## src/psr_pkg.sv

```systemverilog
// Purpose: shared constants and types for the pin and processing select register bank
// Assumes: 8-bit registers addressed by a 7-bit register number on one page
// Notes: offsets are register numbers on the control port
package psr_pkg;
    localparam int unsigned ADDR_W = 7;
    localparam int unsigned DATA_W = 8;
    localparam logic [6:0] OFS_PIN_CTRL = 7'h3A;
    localparam logic [6:0] OFS_RSVD = 7'h3B;
    localparam logic [6:0] OFS_PLAY_SEL = 7'h3C;
    localparam logic [6:0] OFS_REC_SEL = 7'h3D;
    localparam int unsigned PIN_MODE_LSB = 5;
    localparam int unsigned PIN_LEVEL_BIT = 4;
    localparam logic [1:0] RST_PIN_MODE = 2'h0;
    localparam logic [4:0] RST_PLAY_SEL = 5'h01;
    localparam logic [4:0] RST_REC_SEL = 5'h04;
    localparam logic [4:0] PLAY_SEL_MAX = 5'h19;
    localparam int unsigned SYNC_STAGES = 3;

    typedef enum logic [1:0] {
        PSR_PIN_OFF,
        PSR_PIN_CLOCK,
        PSR_PIN_GPIN,
        PSR_PIN_RSVD
    } psr_pin_mode_t;

    // processing choice towards one audio path
    typedef struct packed {
        logic use_engine;
        logic [4:0] preset_block;
        logic preset_valid;
    } psr_proc_sel_t;

    // register access from the serial control port
    typedef struct packed {
        logic wr;
        logic rd;
        logic [6:0] addr;
        logic [7:0] wdata;
    } psr_req_t;
endpackage

```

## src/psr_regs.sv

```systemverilog
// Purpose: spare input pin control and playback/record processing select registers
// Assumes: control port delivers one-cycle rd/wr strobes on clk
// Notes: reads answer one cycle after the strobe; reserved bits read as zero
// Operation
// pin mode 00 disables the pin and powers down its input buffer
// pin mode 01 enables the pin as secondary clock input
// pin mode 10 enables general input; live level reads in bit 4
// host writes zeros to reserved pin bits and the whole reserved register
// playback code zero routes playback through the programmable engine
// playback codes 1 to 25 select the matching preset block
// host never writes playback codes 26 to 31
// host writes 000 into playback register upper bits
// record code zero routes record through the record programmable engine
// record codes 4-6, 10-12, 16-18 select the matching preset block
// host never writes the reserved record codes
// host writes 000 into record register upper bits
`timescale 1ns/1ps
module psr_regs (
    // clock and reset
    input wire logic clk,
    input wire logic reset_n,
    input wire logic clk_en,
    // control port
    input wire psr_pkg::psr_req_t req,
    output logic [7:0] rdata,
    output logic rvalid,
    // spare input pin
    input wire logic third_input_pin,
    output logic pin_buffer_en,
    output logic pin_clock_use,
    output logic general_purpose_input,
    // processing select
    output psr_pkg::psr_proc_sel_t playback_sel,
    output psr_pkg::psr_proc_sel_t record_sel
);
    logic [1:0] pin_mode_q;
    logic [4:0] play_q;
    logic [4:0] rec_q;
    logic [7:0] rdata_q;
    logic rvalid_q;
    logic buf_en_q;
    logic clk_use_q;
    logic gpin_q;
    psr_pkg::psr_proc_sel_t play_sel_q;
    psr_pkg::psr_proc_sel_t rec_sel_q;
    logic pin_level;

    function automatic logic rec_code_valid(input logic [4:0] c);
        rec_code_valid = (c >= 5'h04 && c <= 5'h06) || (c >= 5'h0A && c <= 5'h0C)
            || (c >= 5'h10 && c <= 5'h12);
    endfunction

    wire wr_pin = req.wr && req.addr == psr_pkg::OFS_PIN_CTRL;
    wire wr_play = req.wr && req.addr == psr_pkg::OFS_PLAY_SEL;
    wire wr_rec = req.wr && req.addr == psr_pkg::OFS_REC_SEL;
    // upper bits and reserved register are not stored; they read as zero
    wire [1:0] pin_mode_d = wr_pin ? req.wdata[6:5] : pin_mode_q;
    wire [4:0] play_d = wr_play ? req.wdata[4:0] : play_q;
    wire [4:0] rec_d = wr_rec ? req.wdata[4:0] : rec_q;
    wire mode_off = pin_mode_q == 2'(psr_pkg::PSR_PIN_OFF);
    wire mode_clk = pin_mode_q == 2'(psr_pkg::PSR_PIN_CLOCK);
    wire mode_gpin = pin_mode_q == 2'(psr_pkg::PSR_PIN_GPIN);
    wire [7:0] pin_reg = {1'b0, pin_mode_q, pin_level & mode_gpin, 4'h0};
    wire [7:0] rd_mux =
        (req.addr == psr_pkg::OFS_PIN_CTRL) ? pin_reg :
        (req.addr == psr_pkg::OFS_PLAY_SEL) ? {3'h0, play_q} :
        (req.addr == psr_pkg::OFS_REC_SEL) ? {3'h0, rec_q} : 8'h00;
    wire play_preset = play_q != 5'h00 && play_q <= psr_pkg::PLAY_SEL_MAX;
    wire rec_preset = rec_code_valid(rec_q);

    psr_pin_sync psr_pin_sync_i (
        .clk(clk),
        .reset_n(reset_n),
        .clk_en(clk_en),
        .pin_in(third_input_pin),
        .enable(!mode_off),
        .level(pin_level)
    );

    always_ff @(posedge clk or negedge reset_n) begin
        if (!reset_n) begin
            pin_mode_q <= psr_pkg::RST_PIN_MODE;
            play_q <= psr_pkg::RST_PLAY_SEL;
            rec_q <= psr_pkg::RST_REC_SEL;
            rdata_q <= 8'h00;
            rvalid_q <= 1'b0;
        end else if (clk_en) begin
            pin_mode_q <= pin_mode_d;
            play_q <= play_d;
            rec_q <= rec_d;
            rvalid_q <= req.rd;
            rdata_q <= req.rd ? rd_mux : 8'h00;
        end
    end

    always_ff @(posedge clk or negedge reset_n) begin
        if (!reset_n) begin
            buf_en_q <= 1'b0;
            clk_use_q <= 1'b0;
            gpin_q <= 1'b0;
            play_sel_q <= '0;
            rec_sel_q <= '0;
        end else if (clk_en) begin
            buf_en_q <= !mode_off;
            clk_use_q <= mode_clk;
            gpin_q <= mode_gpin & pin_level;
            play_sel_q <= '{use_engine: play_q == 5'h00, preset_block: play_q,
                            preset_valid: play_preset};
            rec_sel_q <= '{use_engine: rec_q == 5'h00, preset_block: rec_q,
                           preset_valid: rec_preset};
        end
    end

    assign rdata = rdata_q;
    assign rvalid = rvalid_q;
    assign pin_buffer_en = buf_en_q;
    assign pin_clock_use = clk_use_q;
    assign general_purpose_input = gpin_q;
    assign playback_sel = play_sel_q;
    assign record_sel = rec_sel_q;
endmodule

```

## src/psr_pin_sync.sv

```systemverilog
// Purpose: three-stage synchroniser for the spare input pin
// Assumes: pin is asynchronous to clk
// Notes: a change is accepted once stages two and three agree
`timescale 1ns/1ps
module psr_pin_sync (
    // clock and reset
    input wire logic clk,
    input wire logic reset_n,
    input wire logic clk_en,
    // pin side
    input wire logic pin_in,
    input wire logic enable,
    // result
    output logic level
);
    logic s1_q;
    logic s2_q;
    logic s3_q;
    logic level_q;
    wire agree = (s2_q == s3_q);

    always_ff @(posedge clk or negedge reset_n) begin
        if (!reset_n) begin
            s1_q <= 1'b0;
            s2_q <= 1'b0;
            s3_q <= 1'b0;
            level_q <= 1'b0;
        end else if (clk_en) begin
            s1_q <= pin_in & enable;
            s2_q <= s1_q;
            s3_q <= s2_q;
            if (!enable) begin
                level_q <= 1'b0;
            end else if (agree) begin
                level_q <= s3_q;
            end
        end
    end
    assign level = level_q;
endmodule

```

## config.mk

```make
export PLATFORM = sky130hd
export DESIGN_NAME = psr_regs
export DESIGN_NICKNAME = d
export VERILOG_FILES = /design/src/psr_pkg.sv /design/src/psr_regs.sv /design/src/psr_pin_sync.sv
export SDC_FILE = /design/constraint.sdc
export NUM_CORES = 1
export LEC_CHECK = 0
export BUFFER_PORTS_ARGS = -buffer_cell sky130_fd_sc_hd__buf_4
export CORE_UTILIZATION = 25
export DETAILED_ROUTE_END_ITERATION = 8
export PLACE_DENSITY = 0.52
export RECOVER_POWER = 25
export REMOVE_ABC_BUFFERS = 1
export SYNTH_ARGS = -nofsm -noshare
export SYNTH_HDL_FRONTEND = slang
export SYNTH_HIERARCHICAL = 1
export SYNTH_SLANG_ARGS = --single-unit
```

## constraint.sdc

```tcl
create_clock -name clk -period 1.5 [get_ports clk]
set_clock_uncertainty 0.1 [all_clocks]
set_input_delay 0.075 -clock clk [delete_from_list [all_inputs] [get_ports clk]]
set_output_delay 0.075 -clock clk [all_outputs]
set_load 0.05 [all_outputs]
```

### Word-level counts from Yosys, hierarchy flattened

Index checks and enable logic that the tools add are counted.

* word-level logic and storage cells: 58
* flip-flop bits (word level): 42
* output and inout bits: 26

* $lt $le $gt $ge: 7
* equal/unequal tests: 6
* bitwise gates (word level): 2
* reduce and logical (&&, ||, !) cells: 19
* muxes and demuxes: 6

Operators by type and width (count)
* equality test 7 x 6 -> 1 bit, second input constant: 3
* two-way mux 7 bit: 2
* less-or-equal comparator 5 bit, second input constant: 2
* logical NOT 5 bit: 2
* two-way mux 5 bit: 2
* AND reduction 2 bit: 4
* logical AND 1 bit: 7
* >= comparator 5 x 3 -> 1 bit, second input constant: 1
* >= comparator 5 x 4 -> 1 bit, second input constant: 1
* >= comparator 5 bit, second input constant: 1
* less-or-equal comparator 5 x 3 -> 1 bit, second input constant: 1
* less-or-equal comparator 5 x 4 -> 1 bit, second input constant: 1
* nonzero test 5 bit: 1
* bitwise AND 1 bit: 2
* equality test 2 x 1 -> 1 bit, second input constant: 1
* equality test 2 bit, second input constant: 1
* logical NOT 2 bit: 1
* logical OR 1 bit: 2
* two-way mux 1 bit: 2
* nonzero test 2 bit: 1
* equality test 1 bit: 1
* logical NOT 1 bit: 1

### Longest topological paths before layout

Gate-level depths: netlist of run 1.

* word-level depth: 5
* depth in mapped cells: 5
* gate-level depth less buffers: 4

### By module

The synthesis of run 1 kept the hierarchy.

By module, submodules not included
* psr_regs: times used 1, cells an instance 120, area an instance 1630.3 sq um
* psr_pin_sync: times used 1, cells an instance 13, area an instance 161.4 sq um

### Worst setup path after synthesis of run 1

OpenSTA, ideal clock, no wires.

* path kind: reg-to-reg
* start: register rec_q[2]
* end: register rec_sel_q (netlist bit record_sel[0])
* arrival: 1274 ps
* stages on the path, launching flop included: 4
* library setup time: 82 ps
* path slack: 44 ps
* path buffers: 0
* cell sequence: dfstp_2 > or3b_2 > a21o_1 > a31oi_1

* longest elaborated chain between the ends: 4
* elaborated cells between the ends (all ways): 11
* those cells by class: order compare: 6; reduce/logical: 5

Ends and longest elaborated chain
* start, declared: line psr_regs.sv:38 `logic [4:0] rec_q;`
* start signal, assigned: line psr_regs.sv:84 `rec_q <= psr_pkg::RST_REC_SEL;`
* start signal, assigned: line psr_regs.sv:90 `rec_q <= rec_d;`
* >= comparator 5 x 3 -> 1 bit, or another cell as far along: line psr_regs.sv:49 `rec_code_valid = (c >= 5'h04 && c <= 5'h06) || (c >= 5'h0A && c <= 5'h0C)`
* logical AND 1 bit: line psr_regs.sv:49
* logical OR 1 bit: line psr_regs.sv:49
* logical OR 1 bit (*): line psr_regs.sv:50 `|| (c >= 5'h10 && c <= 5'h12);`
* end signal, assigned: line psr_regs.sv:109 `rec_sel_q <= '{use_engine: rec_q == 5'h00, preset_block: rec_q,`
* end, declared: line psr_regs.sv:45 `psr_pkg::psr_proc_sel_t rec_sel_q;`

Mark *: on every way between the ends. The rest lies on a longest branch, timed or not.
A chain may end at the register's enable or synchronous reset.

### Worst setup path after layout of run 1

Ends and elaborated chain as after synthesis.

==> results of run 1 <==
==> cell usage in the layout, fill, tap and decap left out, types with 5 or more instances in the layout <==
| master | instances |
|---|---|
| buf_4 | 50 |
| clkbuf_8 | 5 |
| dfrtp_1 | 39 |
| dlygate4sd3_1 | 10 |
| mux2_2 | 21 |
| mux2_4 | 5 |
| mux2i_1 | 5 |
| nand2_1 | 6 |
| nand3_1 | 5 |
| o2bb2ai_1 | 7 |
==> how the worst max path moves through the flow <==
stage          startpoint             to  slack (ns)  depth (start not counted)
2_1_floorplan    rec_q[2]  record_sel[0]        0.04                          3
4_1_cts          rec_q[2]  record_sel[0]        0.03                          3
5_1_grt           reset_n  record_sel[2]        0.02                          2
3_3_place_gp     rec_q[2]  record_sel[0]        0.07                          3
6_report         rec_q[2]  record_sel[0]        0.07                          3
3_5_place_dp     rec_q[2]  record_sel[0]        0.05                          3
==> synthesized netlist by cell type (2+ instances only) <==
cell type  number  area, µm²
dfrtp_1        39        976
mux2_2         21        236
o2bb2ai_1       7       61.3
nand2_1         6       22.5
mux2_4          5       75.1
mux2i_1         5       50.1
nand3_1         5       25.0
inv_1           4       15.0
nor2_1          4       15.0
o31ai_1         3       22.5
a31oi_1         2       12.5
and3_1          2       12.5
buf_2           2       10.0
buf_6           2       22.5
dfstp_2         2       52.6
nand2b_1        2       12.5
nor4_1          2       12.5
o211ai_1        2       15.0
o21ai_0         2       10.0
==> what timing repair did <==
action / CTS / global route
hold endpoints to repair: 53 / 0
gates resized for setup: 0 / 0
hold buffers: 10 / 0
endpoints found under the setup margin: 0 / 1
==> metal layers <==
| metal | GRT usage | vias to the layer above | share of wire |
|---|---|---|---|
| met5 | 0 | - | 0 |
| met1 | 0.157 | 611 | 0.47 |
| met4 | 0.0409 | 0 | 0.014 |
| met2 | 0.175 | 31 | 0.47 |
| met3 | 0.0257 | 4 | 0.044 |
| li1 | - | 610 | - |
==> power groups by stage <==
stage	logic, mW	registers [mW]	clock network, mW
final	0.441	1.21	0.846
after detailed placement	0.429	1.23	0
after CTS	0.450	1.21	0.884
after global placement	0.427	1.23	0
after floorplan	0.106	1.36	0
after global routing	0.471	1.22	0.938
==> state kept, by name, indices dropped and copies added (netlist names) <==
name	flops
playback_sel	7
rdata	7
record_sel	7
play_q	5
rec_q	5
pin_mode_q	2
general_purpose_input	1
pin_buffer_en	1
pin_clock_use	1
psr_pin_sync_i/level	1
psr_pin_sync_i/s1_q	1
psr_pin_sync_i/s2_q	1
psr_pin_sync_i/s3_q	1
rvalid	1
==> cell families after synthesis <==
logic type | count (synthesis) | synth area share
AND/OR/NAND/NOR | 30 | 0.104
flip-flops | 41 | 0.574
buffers and inverters | 10 | 0.0328
other | 1 | 0.00209
AO/OA/AOI/OAI | 20 | 0.0852
multiplexers | 31 | 0.202
==> worst max-delay path, stage by stage (launching register included) <==
cell,delay (ns)
dfstp_2,0.53
or3b_2,0.44
a21o_1,0.17
a31oi_1,0.12
==> metrics by stage <==
stage          hold WS (ns)  cell area (µm²)  setup slack, ns
2_1_floorplan        -0.321             1750           0.0441
4_1_cts              0.0787             2460           0.0346
6_report             0.0859             2460           0.0659
3_5_place_dp        0.00153             2260           0.0540
5_1_grt              0.0818             2460           0.0222
3_3_place_gp       -0.00337             2260           0.0723
==> layout make-up <==
class                   count  area [µm²]  area share
clock buffers               5        68.8      0.0280
clock inverters             2        35.0      0.0143
inverters                   4        15.0     0.00611
multi-input cells          82         704       0.287
flip-flops and latches     41        1030       0.419
well taps                  96         120      0.0489
repair buffers             62         484       0.197
==> key figures, run 1 <==
Run status
  • Status: completed

Timing
  • Slew Limit Fails: 0
  • Slew @ Worst Pin: around 1.0 ns
  • Slew HR: 0.317
  • Fin. Hold Viols: 0
  • Total Neg Setup Slack: 0 ns
  • RSZ-0062 raised after global routing: false
  • Final min period: between 1 and 1.5 ns
  • Period Utilization, post-route: 0.956
  • Final setup fails: 0
  • Fmax: 697 MHz

Clock tree
  • CTS Root Cell: clkbuf_8
  • Worst skew pair latency: 0.29 ns
  • CTS tree: done
  • CTS Buf Count: 5
  • H-tree depth: 2
  • Clock tree buffer depth: 2
  • Post-CTS Setup Inserts: 0
  • CTS Sinks: 41
  • Clock slew at reported path FFs: about 0.08 ns

Layout
  • Synth-to-Final Area Change: 37.1%
  • N_diodes: 0
  • Finished Layout Cells: 292
  • Fill count: 679
  • Fin nets: 217
  • Final core occ: 0.358
  • Layout cells sized above 1: 0.464

Worst hold path
  • WHS Path Cells: 3
  • Worst Min Path Start: req[9]
  • Worst Hold End: rdata[4]
  • Hold Path Class: in -> reg

Place
  • Placed cells: approximately 280
  • GP Congestion: 0.712
  • Detailed-placement wirelength estimate: between 2000 and 3000 µm
  • Input/output buffers: 44

Worst setup path
  • R2r endpoint: record_sel[0]
  • Crit path max fanout: 2
  • CP endpoint kind: register
  • Arr. time, crit path: 1.55 ns
  • R2R cell count: 3
  • Req. time, crit path: between 1.5 and 2 ns
  • Reg2Reg Setup Slack: 0.07 ns
  • Worst setup path class: reg -> reg
  • R2R Path Start: rec_q[2]
  • CP Launch Type: register

Power and ir drop
  • Power Internal: 1.83 mW
  • Lkg Pwr: 1.20 nW
  • Switching part of the total: 0.267
  • Final Power: approximately 2.5 mW
  • Clock Power Share: 0.339
  • P_sw: roughly 670 µW
  • Sequential power share: 0.484
  • PwrDens: around 1000 nW/µm²
  • Max IR drop VDD: 0.334 mV
  • Combinational power share: 0.177

Global route
  • Global-route wire length before repair: 6410 µm
  • GR Util All Layers: 0.114
  • Initial antenna violation count: 0
  • Largest net degree at the start of global routing: 42
  • Vias in the first global route: 1279
  • Gr ovfl total: 0

Floorplanning
  • Die H: roughly 87 µm
  • Die Width: 86.7 µm
  • CORE AREA: 6870 µm²
  • Top Ports: 47
  • Total die area: around 7500 µm²
  • Std cell rows: 30
  • Initial Utilization: 0.261

Logic synthesis
  • Synthesized flop and latch total: 41
  • Post-synth EDFFs: 0
  • Ys Warns: 6
  • Sequential fraction of the synthesis area: 0.574
  • Syn Area/Cell: approximately 13 µm²
  • Mapped Area: 1790 µm²
  • Prevailing post-synth register cell: dfrtp_1
  • Mapped Cells: 133
  • Synth cell types: 35
  • Async set-reset flop share out of synthesis: 1.00

Flow run
  • Maxcap violations: 0

Route
  • Total number of vias: 1256
  • Via density: 4.30
  • Remaining DRCs: 0
  • TritonRoute pass-1 iters: 4
  • Avg WL per Cell: 13.6 µm
  • Routed WL: slightly below 4000 µm
  • Final ANT Viol Nets: 0
  • Detailed router's first-iteration violation count: 95
(Power assumes the default switching activity.)
==> run 2, diff against run 1 <==
SETUP_SLACK_MARGIN = 0.4   (was unset)
==> run 2 against run 1 <==
Register-to-register slack better by 0.06 ns; utilization up 1.7 points; highest routed layer unchanged; global-route usage is 0.20 points higher; maximum frequency grew 4.5%; count of clock-buffer cells in the layout unchanged; first-iteration DRC count decreased by 20%; critical path depth unchanged.
==> key figures, run 2 (synthesis gave the netlist of run 1 again) <==
Flow run
  • Maxcap violations: 0

Clock tree
  • CTS Root Cell: clkbuf_8
  • Worst skew pair latency: 0.29 ns
  • H-tree depth: 2
  • Clock tree buffer depth: 2
  • CTS Buf Count: 5
  • Clock slew at reported path FFs: 0.08 ns
  • CTS tree: done
  • CTS Sinks: 41

Layout
  • Highest-count cells in the layout ignoring fill and taps: buf_4, dfrtp_1, mux2_2
  • N_diodes: 0
  • Most common cell after layout, fill and taps aside: buf_4
  • Fin nets: between 200 and 250
  • Synth-to-Final Area Change: 43.5%
  • Layout cells sized above 1: 0.505

Timing
  • Slew @ Worst Pin: 0.526 ns
  • Final setup fails: 0
  • RSZ-0062 raised after global routing: true
  • Final min period: 1.37 ns
  • Total Neg Setup Slack: 0 ns
  • Fin. Hold Viols: 0
  • Fmax: roughly 730 MHz
  • Slew HR: 0.650
  • Period Utilization, post-route: 0.915
  • Slew Limit Fails: 0

Global route
  • Vias in the first global route: 1329
  • Largest net degree at the start of global routing: 42
  • GR Util All Layers: 0.116
  • Initial antenna violation count: 0
  • Gr ovfl total: 0
  • Global-route wire length before repair: 6570 µm

Route
  • Routed WL: 4120 µm
  • TritonRoute pass-1 iters: 4
  • Total number of vias: around 1300
  • Via density: 4.35
  • Detailed router's first-iteration violation count: 76
  • Remaining DRCs: 0
  • Avg WL per Cell: 13.7 µm
  • Final ANT Viol Nets: 0

Place
  • Detailed-placement wirelength estimate: about 2900 µm
  • GP Congestion: 0.712
  • Input/output buffers: 44

Power and ir drop
  • Final Power: 2.54 mW
  • Lkg Pwr: 1.26 nW
  • PwrDens: approximately 1000 nW/µm²
  • Max IR drop VDD: 0.335 mV

Worst hold path
  • Hold Path Class: in -> reg

Floorplanning
  • Initial Utilization: 0.261
  • CORE AREA: 6870 µm²
  • Total die area: 7510 µm²
  • Std cell rows: 30
  • Die Width: just under 90 µm
  • Die H: ~87 µm
  • Top Ports: 47

Worst setup path
  • CP max stage delay: 0.53 ns
  • Crit path cell chain: or3b_4 > a21o_1 > a31oi_1
  • CP Launch Type: register
  • Req. time, crit path: 1.61 ns
  • Crit path max fanout: 2
  • Worst setup path class: reg -> reg
  • Critical-path top delay cell: dfstp_2
  • CP endpoint kind: register
  • Arr. time, crit path: 1.49 ns

Run status
  • Status: completed
run 2: cell types whose count changed in the layout (fill, tap and decap cells not counted), sizes merged:
| cell | before | now |
|---|---|---|
| clkbuf | 7 | 6 |
| buf | 50 | 59 |
run 2: per-stage QoR:
step	cells	hold slack [ns]	setup WS, ns	area (µm²)	utilization
3_5_place_dp	275	0.00153	0.0540	2260	0.329
3_3_place_gp	275	-0.00337	0.0723	2260	0.329
5_1_grt	300	0.0795	0.108	2570	0.374
6_report	300	0.0813	0.127	2570	0.374
2_1_floorplan	127	-0.321	0.0441	1750	-
4_1_cts	300	0.0762	0.127	2560	0.372
run 2: final cells by class:
| cell class | count | area, µm² |
|---|---|---|
| Tap cell | 96 | 120 |
| Timing Repair Buffer | 70 | 569 |
| Fill cell | 688 | 4300 |
| Multi-Input combinational cell | 82 | 732 |
| Clock inverter | 2 | 35.0 |
| Inverter | 4 | 15.0 |
| Clock buffer | 5 | 68.8 |
| Sequential cell | 41 | 1030 |
run 2: repair_timing:
action / 4_1_cts / 5_1_grt
pin swaps: 5 / 2
hold buffers: 10 / 0
setup endpoints to repair: 9 / 12
endpoints found under the hold margin: 53 / 0
resized for setup: 9 / 6
buffers inserted: 8 / 0
run 2: worst paths after layout:
path / start / end / slack [ns] / cells after the start
max in group asynchronous: reset_n / play_q[4] / 0.70 / 2
min in group asynchronous: reset_n / playback_sel[1] / 0.22 / 2
min: req[9] / rdata[4] / 0.08 / 3
max reg2reg: rec_q[2] / record_sel[0] / 0.13 / 3
max: rec_q[2] / record_sel[0] / 0.13 / 3
min reg2reg: pin_clock_use / pin_clock_use / 0.39 / 2
run 2: per-layer routing:
layer,vias up,track usage,wire length [µm]
li1,623,-,-
met2,35,0.182,1960
met1,642,0.157,1910
met3,4,0.0257,185
met5,-,0,0
met4,0,0.0409,57
run 2: worst max-delay path, delay by kind of cell, from the launching register on:
kind / cells / cell delay (ns)
and+or+nand+nor: 1 / 0.36
AOI/OAI and AO/OA: 2 / 0.30
DFF: 1 / 0.53
run 2: where the power goes:
group / switching (mW) / leakage (nW) / internal (mW) / total (mW)
clock network: 0.371 / 0.0540 / 0.484 / 0.855
registers: 0.0411 / 0.545 / 1.17 / 1.21
logic: 0.273 / 0.664 / 0.207 / 0.479
total: 0.684 / 1.26 / 1.86 / 2.54
